`src/bus_sizing_pkg.sv`:
```
/*
 * Shared constants and types for the bus sizing and alignment sequencer.
 * Assumes a 32-bit data bus organised as four byte lanes per dword.
 */
package bus_sizing_pkg;

	// ==========================================================
	// Geometry
	localparam int        LANES       = 4;
	localparam int        FILL_DWORDS = 4;
	localparam logic [3:0] LANES_ALL  = 4'hf;
	localparam logic [3:0] LANES_NONE = 4'h0;
	localparam logic [3:0] LOW_HALF   = 4'h3;
	localparam logic [3:0] HIGH_HALF  = 4'hc;

	// ==========================================================
	// Reset values
	localparam logic [3:0] RST_ENABLES_N = 4'hf;
	localparam logic       RST_READY     = 1'b1;

	// ==========================================================
	// Operand length and sequencer states
	typedef enum logic [1:0]
	{
		LEN_BYTE  = 2'h0,
		LEN_WORD  = 2'h1,
		LEN_DWORD = 2'h2
	} len_type;

	typedef enum logic [1:0]
	{
		ST_IDLE  = 2'h0,
		ST_ISSUE = 2'h1,
		ST_WAIT  = 2'h3
	} state_type;

endpackage

```
`src/operand_splitter.sv`:
```
/*
 * Splits a logical operand into the byte lanes it occupies in its own
 * dword and in the following dword. Purely combinational; the caller
 * registers whatever it keeps.
 */
module operand_splitter #(
	parameter int LANES = bus_sizing_pkg::LANES
)(
	input  wire logic [1:0] addr_low,
	input  wire logic [1:0] len,
	output logic      [3:0] low_mask,
	output logic      [3:0] high_mask
);

	// ==========================================================
	// Elaboration check
	if (LANES != 4)
	begin : g_bad_lanes
		$error("operand_splitter serves exactly four byte lanes");
	end

	logic [7:0] span;

	// ==========================================================
	// Lane mask of the operand shifted to its start lane
	always_comb
	begin
		case (len)
			bus_sizing_pkg::LEN_BYTE:  span = 8'h01;
			bus_sizing_pkg::LEN_WORD:  span = 8'h03;
			bus_sizing_pkg::LEN_DWORD: span = 8'h0f;
			default:                   span = 8'h01;
		endcase
		span      = span << addr_low;
		low_mask  = span[3:0];
		high_mask = span[7:4];
	end

endmodule

```
`src/dynamic_bus_sizing_align.sv`:
```
/*
 * Bus cycle sequencer: splits operands and line fills into bus cycles
 * by dword alignment and by the narrow-bus size answer of each cycle.
 * Assumes the outside system answers each cycle with bus_ready and
 * presents the size inputs with it; address decode for 16-bit slaves
 * and byte swapping live outside this block.
 */
// Function
// - Never issue byte enables with gaps between asserted enables.
// - Accept narrow sizes during line fills; up to 16 byte cycles.
// - Later line fill cycles enable exactly the bytes still outstanding.
// - Dwords start at multiples of four; crossing one costs extra cycles.
// - Alignment split moves the highest-order bytes first.
// - Dword at offset 11 goes as three upper bytes, then lowest byte.
// - Narrow size answers move lower-order bytes or words first.
// - Aligned dword on 16-bit bus: lower two bytes, then upper two.
// - Three-byte cycle on 16-bit bus: lower word, then upper byte (lanes 1-3: lower byte, then upper word).
// - 32-bit bus: byte one cycle, word one or two, dword one or two.
// - 8-bit bus moves every byte in its own cycle.
module dynamic_bus_sizing_align #(
	parameter int FILL_DWORDS = bus_sizing_pkg::FILL_DWORDS
)(
	input  wire logic        core_clk,
	input  wire logic        rst_n,
	input  wire logic        req_valid,
	input  wire logic [31:0] req_addr,
	input  wire logic [1:0]  req_len,
	input  wire logic        req_fill,
	output logic             req_ready,
	output logic             bus_start,
	output logic      [29:0] bus_addr,
	output logic      [3:0]  byte_lane_enables_n,
	input  wire logic        bus_ready,
	input  wire logic        size_eight_n,
	input  wire logic        size_sixteen_n,
	output logic             op_done
);

	// ==========================================================
	// Elaboration check: line must be a power of two, at most 4 dwords
	if (FILL_DWORDS != 1 && FILL_DWORDS != 2 && FILL_DWORDS != 4)
	begin : g_bad_fill
		$error("FILL_DWORDS must be 1, 2 or 4");
	end

	localparam logic [29:0] WRAP = 30'(FILL_DWORDS - 1);

	// ==========================================================
	// Helpers
	function automatic logic [3:0] lowest_lane(input logic [3:0] m);
		lowest_lane = m & 4'(~m + 4'h1);
	endfunction

	// Lanes moved by one cycle given the size answer
	function automatic logic [3:0] moved(input logic [3:0] pend,
		input logic s8_n, input logic s16_n);
		if (!s8_n)
			moved = lowest_lane(pend);
		else if (!s16_n)
			moved = ((pend & bus_sizing_pkg::LOW_HALF) != 4'h0) ?
				(pend & bus_sizing_pkg::LOW_HALF) :
				(pend & bus_sizing_pkg::HIGH_HALF);
		else
			moved = pend;
	endfunction

	function automatic logic contiguous(input logic [3:0] m);
		contiguous = (m == 4'h1) || (m == 4'h2) || (m == 4'h4) ||
			(m == 4'h8) || (m == 4'h3) || (m == 4'h6) ||
			(m == 4'hc) || (m == 4'h7) || (m == 4'he) || (m == 4'hf);
	endfunction

	// ==========================================================
	// State
	bus_sizing_pkg::state_type state_ff, nxt_state;
	logic [3:0]  pend_ff, nxt_pend;
	logic [3:0]  later_ff, nxt_later;
	logic [29:0] dw_ff, nxt_dw;
	logic [2:0]  fill_left_ff, nxt_fill_left;
	logic        fill_ff, nxt_fill;
	logic        start_ff, nxt_start;
	logic [3:0]  be_n_ff, nxt_be_n;
	logic        ready_ff, nxt_ready;
	logic        done_ff, nxt_done;
	logic [3:0]  low_mask, high_mask, rest;
	logic        go;

	operand_splitter #(.LANES(bus_sizing_pkg::LANES)) i_operand_splitter (
		.addr_low  (req_addr[1:0]),
		.len       (req_len),
		.low_mask  (low_mask),
		.high_mask (high_mask)
	);

	always_comb
	begin
		nxt_state     = state_ff;
		nxt_pend      = pend_ff;
		nxt_later     = later_ff;
		nxt_dw        = dw_ff;
		nxt_fill_left = fill_left_ff;
		nxt_fill      = fill_ff;
		nxt_ready     = ready_ff;
		nxt_done      = 1'b0;
		go            = 1'b0;
		rest          = pend_ff & ~moved(pend_ff, size_eight_n,
			size_sixteen_n);
		case (state_ff)
			bus_sizing_pkg::ST_IDLE:
			begin
				if (req_valid)
				begin
					go        = 1'b1;
					nxt_ready = 1'b0;
					nxt_dw    = req_addr[31:2];
					nxt_later = bus_sizing_pkg::LANES_NONE;
					if (req_fill)
					begin
						// Whole line, every lane of the first dword
						nxt_pend      = bus_sizing_pkg::LANES_ALL;
						nxt_fill      = 1'b1;
						nxt_fill_left = 3'(FILL_DWORDS - 1);
					end
					else if (high_mask != bus_sizing_pkg::LANES_NONE)
					begin
						// Dword crossing: upper dword goes first
						nxt_pend  = high_mask;
						nxt_later = low_mask;
						nxt_dw    = 30'(req_addr[31:2] + 30'h1);
					end
					else
						nxt_pend = low_mask;
				end
			end
			bus_sizing_pkg::ST_ISSUE:
				nxt_state = bus_sizing_pkg::ST_WAIT;
			bus_sizing_pkg::ST_WAIT:
			begin
				if (bus_ready)
				begin
					go = 1'b1;
					if (rest != bus_sizing_pkg::LANES_NONE)
						nxt_pend = rest;
					else if (later_ff != bus_sizing_pkg::LANES_NONE)
					begin
						nxt_pend  = later_ff;
						nxt_later = bus_sizing_pkg::LANES_NONE;
						nxt_dw    = 30'(dw_ff - 30'h1);
					end
					else if (fill_ff && fill_left_ff != 3'h0)
					begin
						// Next dword of the line, wrapping inside it
						nxt_pend      = bus_sizing_pkg::LANES_ALL;
						nxt_fill_left = 3'(fill_left_ff - 3'h1);
						nxt_dw        = (dw_ff & ~WRAP) |
							(30'(dw_ff + 30'h1) & WRAP);
					end
					else
					begin
						go        = 1'b0;
						nxt_state = bus_sizing_pkg::ST_IDLE;
						nxt_ready = 1'b1;
						nxt_done  = 1'b1;
						nxt_fill  = 1'b0;
					end
				end
			end
			default:
			begin
				nxt_state = bus_sizing_pkg::ST_IDLE;
				nxt_ready = 1'b1;
			end
		endcase
		nxt_start = go;
		if (go)
			nxt_state = bus_sizing_pkg::ST_ISSUE;
		// Enables change when a cycle starts and return to all high (RST_ENABLES_N) in idle
		nxt_be_n = go ? ~nxt_pend : be_n_ff;
		if (nxt_state == bus_sizing_pkg::ST_IDLE)
			nxt_be_n = bus_sizing_pkg::RST_ENABLES_N;
	end

	always_ff @(posedge core_clk)
	begin
		if (!rst_n)
		begin
			state_ff     <= bus_sizing_pkg::ST_IDLE;
			pend_ff      <= bus_sizing_pkg::LANES_NONE;
			later_ff     <= bus_sizing_pkg::LANES_NONE;
			dw_ff        <= 30'h0;
			fill_left_ff <= 3'h0;
			fill_ff      <= 1'b0;
			start_ff     <= 1'b0;
			be_n_ff      <= bus_sizing_pkg::RST_ENABLES_N;
			ready_ff     <= bus_sizing_pkg::RST_READY;
			done_ff      <= 1'b0;
		end
		else
		begin
			state_ff     <= nxt_state;
			pend_ff      <= nxt_pend;
			later_ff     <= nxt_later;
			dw_ff        <= nxt_dw;
			fill_left_ff <= nxt_fill_left;
			fill_ff      <= nxt_fill;
			start_ff     <= nxt_start;
			be_n_ff      <= nxt_be_n;
			ready_ff     <= nxt_ready;
			done_ff      <= nxt_done;
		end
	end

	assign req_ready           = ready_ff;
	assign bus_start           = start_ff;
	assign bus_addr            = dw_ff;
	assign byte_lane_enables_n = be_n_ff;
	assign op_done             = done_ff;

	// ==========================================================
	// Checks
	logic [4:0] fill_cycles_ff;
	logic       accept;

	assign accept = req_valid && state_ff == bus_sizing_pkg::ST_IDLE;

	// Counts cycles of the running line fill
	always_ff @(posedge core_clk)
	begin
		if (!rst_n || !fill_ff)
			fill_cycles_ff <= 5'h0;
		else if (start_ff)
			fill_cycles_ff <= 5'(fill_cycles_ff + 5'h1);
	end

	be_contiguous_a: assert property (
		@(posedge core_clk) disable iff (!rst_n)
		bus_start |-> contiguous(~byte_lane_enables_n))
		else $error("byte enables with a gap issued");

	fill_limit_a: assert property (
		@(posedge core_clk) disable iff (!rst_n)
		fill_cycles_ff <= 5'(FILL_DWORDS * 4))
		else $error("line fill used too many cycles");

	fill_first_all_a: assert property (
		@(posedge core_clk) disable iff (!rst_n)
		accept && req_fill |=> bus_start && byte_lane_enables_n == 4'h0)
		else $error("line fill did not open with all lanes");

	high_first_a: assert property (
		@(posedge core_clk) disable iff (!rst_n)
		accept && !req_fill && req_len == bus_sizing_pkg::LEN_DWORD &&
		req_addr[1:0] == 2'h3
		|=> bus_start && byte_lane_enables_n == 4'h8 &&
		bus_addr == 30'($past(req_addr[31:2]) + 30'h1))
		else $error("unaligned dword did not start with upper bytes");

	crossing_two_a: assert property (
		@(posedge core_clk) disable iff (!rst_n)
		state_ff == bus_sizing_pkg::ST_WAIT && bus_ready &&
		size_eight_n && size_sixteen_n &&
		later_ff != 4'h0 && !fill_ff
		|=> bus_start && bus_addr == 30'($past(dw_ff) - 30'h1))
		else $error("lower dword of split operand not next");

	sixteen_low_a: assert property (
		@(posedge core_clk) disable iff (!rst_n)
		state_ff == bus_sizing_pkg::ST_WAIT && bus_ready &&
		size_eight_n && !size_sixteen_n && byte_lane_enables_n == 4'h0
		|=> bus_start && byte_lane_enables_n == 4'h3)
		else $error("16-bit answer did not leave the upper word");

	three_byte_a: assert property (
		@(posedge core_clk) disable iff (!rst_n)
		state_ff == bus_sizing_pkg::ST_WAIT && bus_ready &&
		size_eight_n && !size_sixteen_n && byte_lane_enables_n == 4'h8
		|=> bus_start && byte_lane_enables_n == 4'hb ##1 !bus_start)
		else $error("three-byte cycle split wrongly on 16-bit bus");

	eight_single_a: assert property (
		@(posedge core_clk) disable iff (!rst_n)
		state_ff == bus_sizing_pkg::ST_WAIT && bus_ready &&
		!size_eight_n && $countones(~byte_lane_enables_n) > 1
		|=> bus_start && $countones(~byte_lane_enables_n) ==
		$countones(~$past(byte_lane_enables_n)) - 1)
		else $error("8-bit answer moved more than one byte");

	aligned_one_a: assert property (
		@(posedge core_clk) disable iff (!rst_n)
		accept && !req_fill && req_len == bus_sizing_pkg::LEN_DWORD &&
		req_addr[1:0] == 2'h0
		##2 bus_ready && size_eight_n && size_sixteen_n
		|=> op_done && req_ready)
		else $error("aligned dword on 32-bit bus took extra cycles");

endmodule

```
`config.mk`:
```
export PLATFORM = sky130hd
export DESIGN_NAME = dynamic_bus_sizing_align
export DESIGN_NICKNAME = d
export VERILOG_FILES = /design/src/bus_sizing_pkg.sv /design/src/operand_splitter.sv /design/src/dynamic_bus_sizing_align.sv
export SDC_FILE = /design/constraint.sdc
export NUM_CORES = 1
export LEC_CHECK = 0
export BUFFER_PORTS_ARGS = -buffer_cell sky130_fd_sc_hd__buf_4
export CAP_MARGIN = 20
export CORE_MARGIN = 5
export CORE_UTILIZATION = 50
export CTS_BUF_LIST = sky130_fd_sc_hd__clkbuf_8
export CTS_CLUSTER_SIZE = 16
export DETAILED_ROUTE_END_ITERATION = 7
export HOLD_SLACK_MARGIN = 0.1
export MAX_ROUTING_LAYER = met4
export PLACE_DENSITY = 0.78
export SYNTH_ARGS = -nofsm -noshare
export SYNTH_HDL_FRONTEND = slang
export SYNTH_SLANG_ARGS = --single-unit
export TNS_END_PERCENT = 1
```
`constraint.sdc`:
```
create_clock -name core_clk -period 2.4 [get_ports core_clk]
set_input_delay 0.24 -clock core_clk [delete_from_list [all_inputs] [get_ports core_clk]]
set_output_delay 0.24 -clock core_clk [all_outputs]
set_load 0.01 [all_outputs]
```
==> impl_metrics.yaml <==
yosys:
  synth.distinct_cells: 73
  synthTopCellsByCount: "60 x nand2_1, 51 x dfxtp_1, 46 x nor2_1"
  synth_edf_count: 0
  synth-seq-cells: 51
  synth_ff_type: "dfxtp_1"
  syn_nets: 581
  yosysMostFrequentCell: "nand2_1"
  async_flop_share_pct: 0
  synth.area.top_cells: "dfxtp_1 26%, nand2_1 5.7%, o21ai_0 5.0%"
  seq_area_frac_synth_pct: 25.6
  synth_top_area_share_pct: 25.6
  yosysWarnings: 0
  syn_avg_cell_area_um2: 7.50
  syn_area_mm2: 0.00398
  syn_inst: 531
  synth.largest_area_cell: "dfxtp_1"
placed_design:
  hpwlAfterDp_um: 9540
  dpl.cell_count: 706
  routabilityCongestion: 0.986
  dp_slack_ns: -0.0256
  io_buffers: 77
timing:
  max-slew-margin-rel_pct: 53.4
  drv_slew: 0
  finalHoldViolCount: 0
  worst_slack_ns: 0.0907
  setup_viol: 0
  fin_crit_ns: 2.31
  rsz0062_at_grt: "yes"
  post-route-period-util_pct: 96.2
  fmax_ghz: 0.433
  worst_pin_slew_ns: 0.682
  hold_slack_ns: 0.267
  fin_skew_ns: 0.00553
final_layout:
  final_nets: 661
  utilization_pct: 63.2
  drive_gt1_share_pct: 23.0
  antenna_cells: 0
  syn_to_final_growth_pct: 22.6
  n_fill_cell: 724
  multi_input_area_mm2: 0.00278
  stdcell_count: 714
  final-seq-area_mm2: 0.00102
cts:
  postCtsSetupBuffers: 0
  postCtsResizedCells: 0
  cts_buffers: 5
  htreeDepth: 2
  clockBufferDepth: 2
  cts.sink_count: 51
  cts_tree: "yes"
  cts.hold.buffers_added: 0
  clk_latency_ns: 0.31
  clockRootBuffer: "clkbuf_8"
  clk_pin_slew_worst_paths_ns: 0.09
floorplan:
  die_h_um: 99.2
  io_pins: 78
  start_util_pct: 51.5
  die_area_mm2: 0.00985
  core-area_mm2: 0.00773
  dieWidth_um: 99.2
  num_rows: 32
power:
  leakagePower_uw: 0.00191
  power_uw: 4260
  power_density_mw_per_mm2: 873
  peakVddDrop_mv: 0.626
grt:
  grt_pass1_vias: 4149
  grt_max_degree: 36
  grt_pass1_wl_um: 20000
  grt_overflow: 0
  antenna_found_initial: 0
  grt_usage_pct: 25.2
setup_path:
  arrival_ns: 2.50
  setup.worst_path.start_class: "register"
  crit_chain: "nor2_1, o31a_1, or4_1, a31oi_4, o21ai_1, a21oi_1, o21ai_1"
  max_stage_delay_ns: 0.55
  crit_top_cell: "o21ai_1"
  end_kind: "register"
  required_ns: 2.59
  path_class: "reg -> reg"
  cp_max_fo: 8
  critPathSlowestCell: "or4_1"
drt:
  met2_length_um: 6000
  wl_per_cell_um: 17.3
  drcViolationCount: 0
  dr_wl_met3_um: 723
  first_pass_iters: 5
  drt_iter0_markers: 211
  vias: 4412
  top_layer_used: "met4"
  drt_wl_total_um: 12300
  vias_per_cell: 6.18
  met1_length_um: 5300
  detail-route-antenna-nets: 0
min_path:
  hold_class: "in -> reg"
job:
  drv_cap: 0
run_status:
  outcome: "completed"
## cell families (layout without fill, tap and decap cells)
kind of cell	after synthesis	in the layout	share of synthesized area [%]
mux	6	6	1.51
flops	51	51	25.6
simple gates	229	229	30.1
compound gates	157	157	28.0
xor+xnor	30	30	6.60
buf+inv	48	129	5.06
fa+ha+maj	10	10	3.11
## cell usage in the layout (no fill, tap or decap), types with 9 or more instances in the layout
cell type	n
a21oi_1	21
a32o_1	13
and3_1	10
buf_4	105
dfxtp_1	51
ha_1	9
inv_1	15
nand2_1	60
nand2b_1	9
nand3_1	23
nand4_1	12
nor2_1	46
nor3_1	16
o21ai_0	40
o22ai_1	9
xnor2_1	18
xor2_1	12
## through the flow
stage                     setup TNS (ns)  area, µm²
after floorplan                        0       3980
after global placement                 0       4760
after detailed placement         -0.0546       4760
after CTS                              0       4860
after global routing             -0.0222       4880
final                                  0       4880
## final cells by class
type                       count  share of cell area, %
clock buffer                   7                   1.97
clock inverter                 1                  0.154
timing repair buffer         105                   16.1
multi-input combinational    432                   57.0
inverter                      16                   1.23
sequential                    51                   20.9
tap                          102                   2.61
## flip-flops by register name, indices dropped and copies added, names as in the netlist, 2 cells and up
| signal | cells |
|---|---|
| bus_addr | 30 |
| byte_lane_enables_n | 4 |
| fill_left_ff | 3 |
| later_ff | 4 |
| pend_ff | 4 |
| state_ff | 2 |
## critical path: cells and delay by family (launching register included)
kind | cells | cell delay, ns
compound gates | 5 | 1.02
flops | 1 | 0.48
simple gates | 2 | 0.69
## power breakdown
group          leakage, µW  total, µW  switching (µW)  internal, µW
clock network    0.0000505        558             295           263
registers         0.000418       1290             230          1060
logic              0.00144       2420            1400          1010
## final timing paths
path	start	end	slack (ns)	cells after the start
min reg2reg	req_ready$_SDFFE_PN1P_	req_ready$_SDFFE_PN1P_	0.46	1
max reg2reg	pend_ff[1]$_SDFF_PN0_	byte_lane_enables_n[2]$_SDFFE_PP1P_	0.09	7
max	pend_ff[1]$_SDFF_PN0_	byte_lane_enables_n[2]$_SDFFE_PP1P_	0.09	7
min	req_addr[15]	bus_addr[13]$_SDFFE_PN0P_	0.27	3
## metal layers
metal  vias up  track usage, %
met5         -               -
met4         0            8.09
met3        37            3.72
met2       193            41.8
met1      2053            31.4
li1       2129               -
No activity file was read; power rests on OpenSTA's default activity.
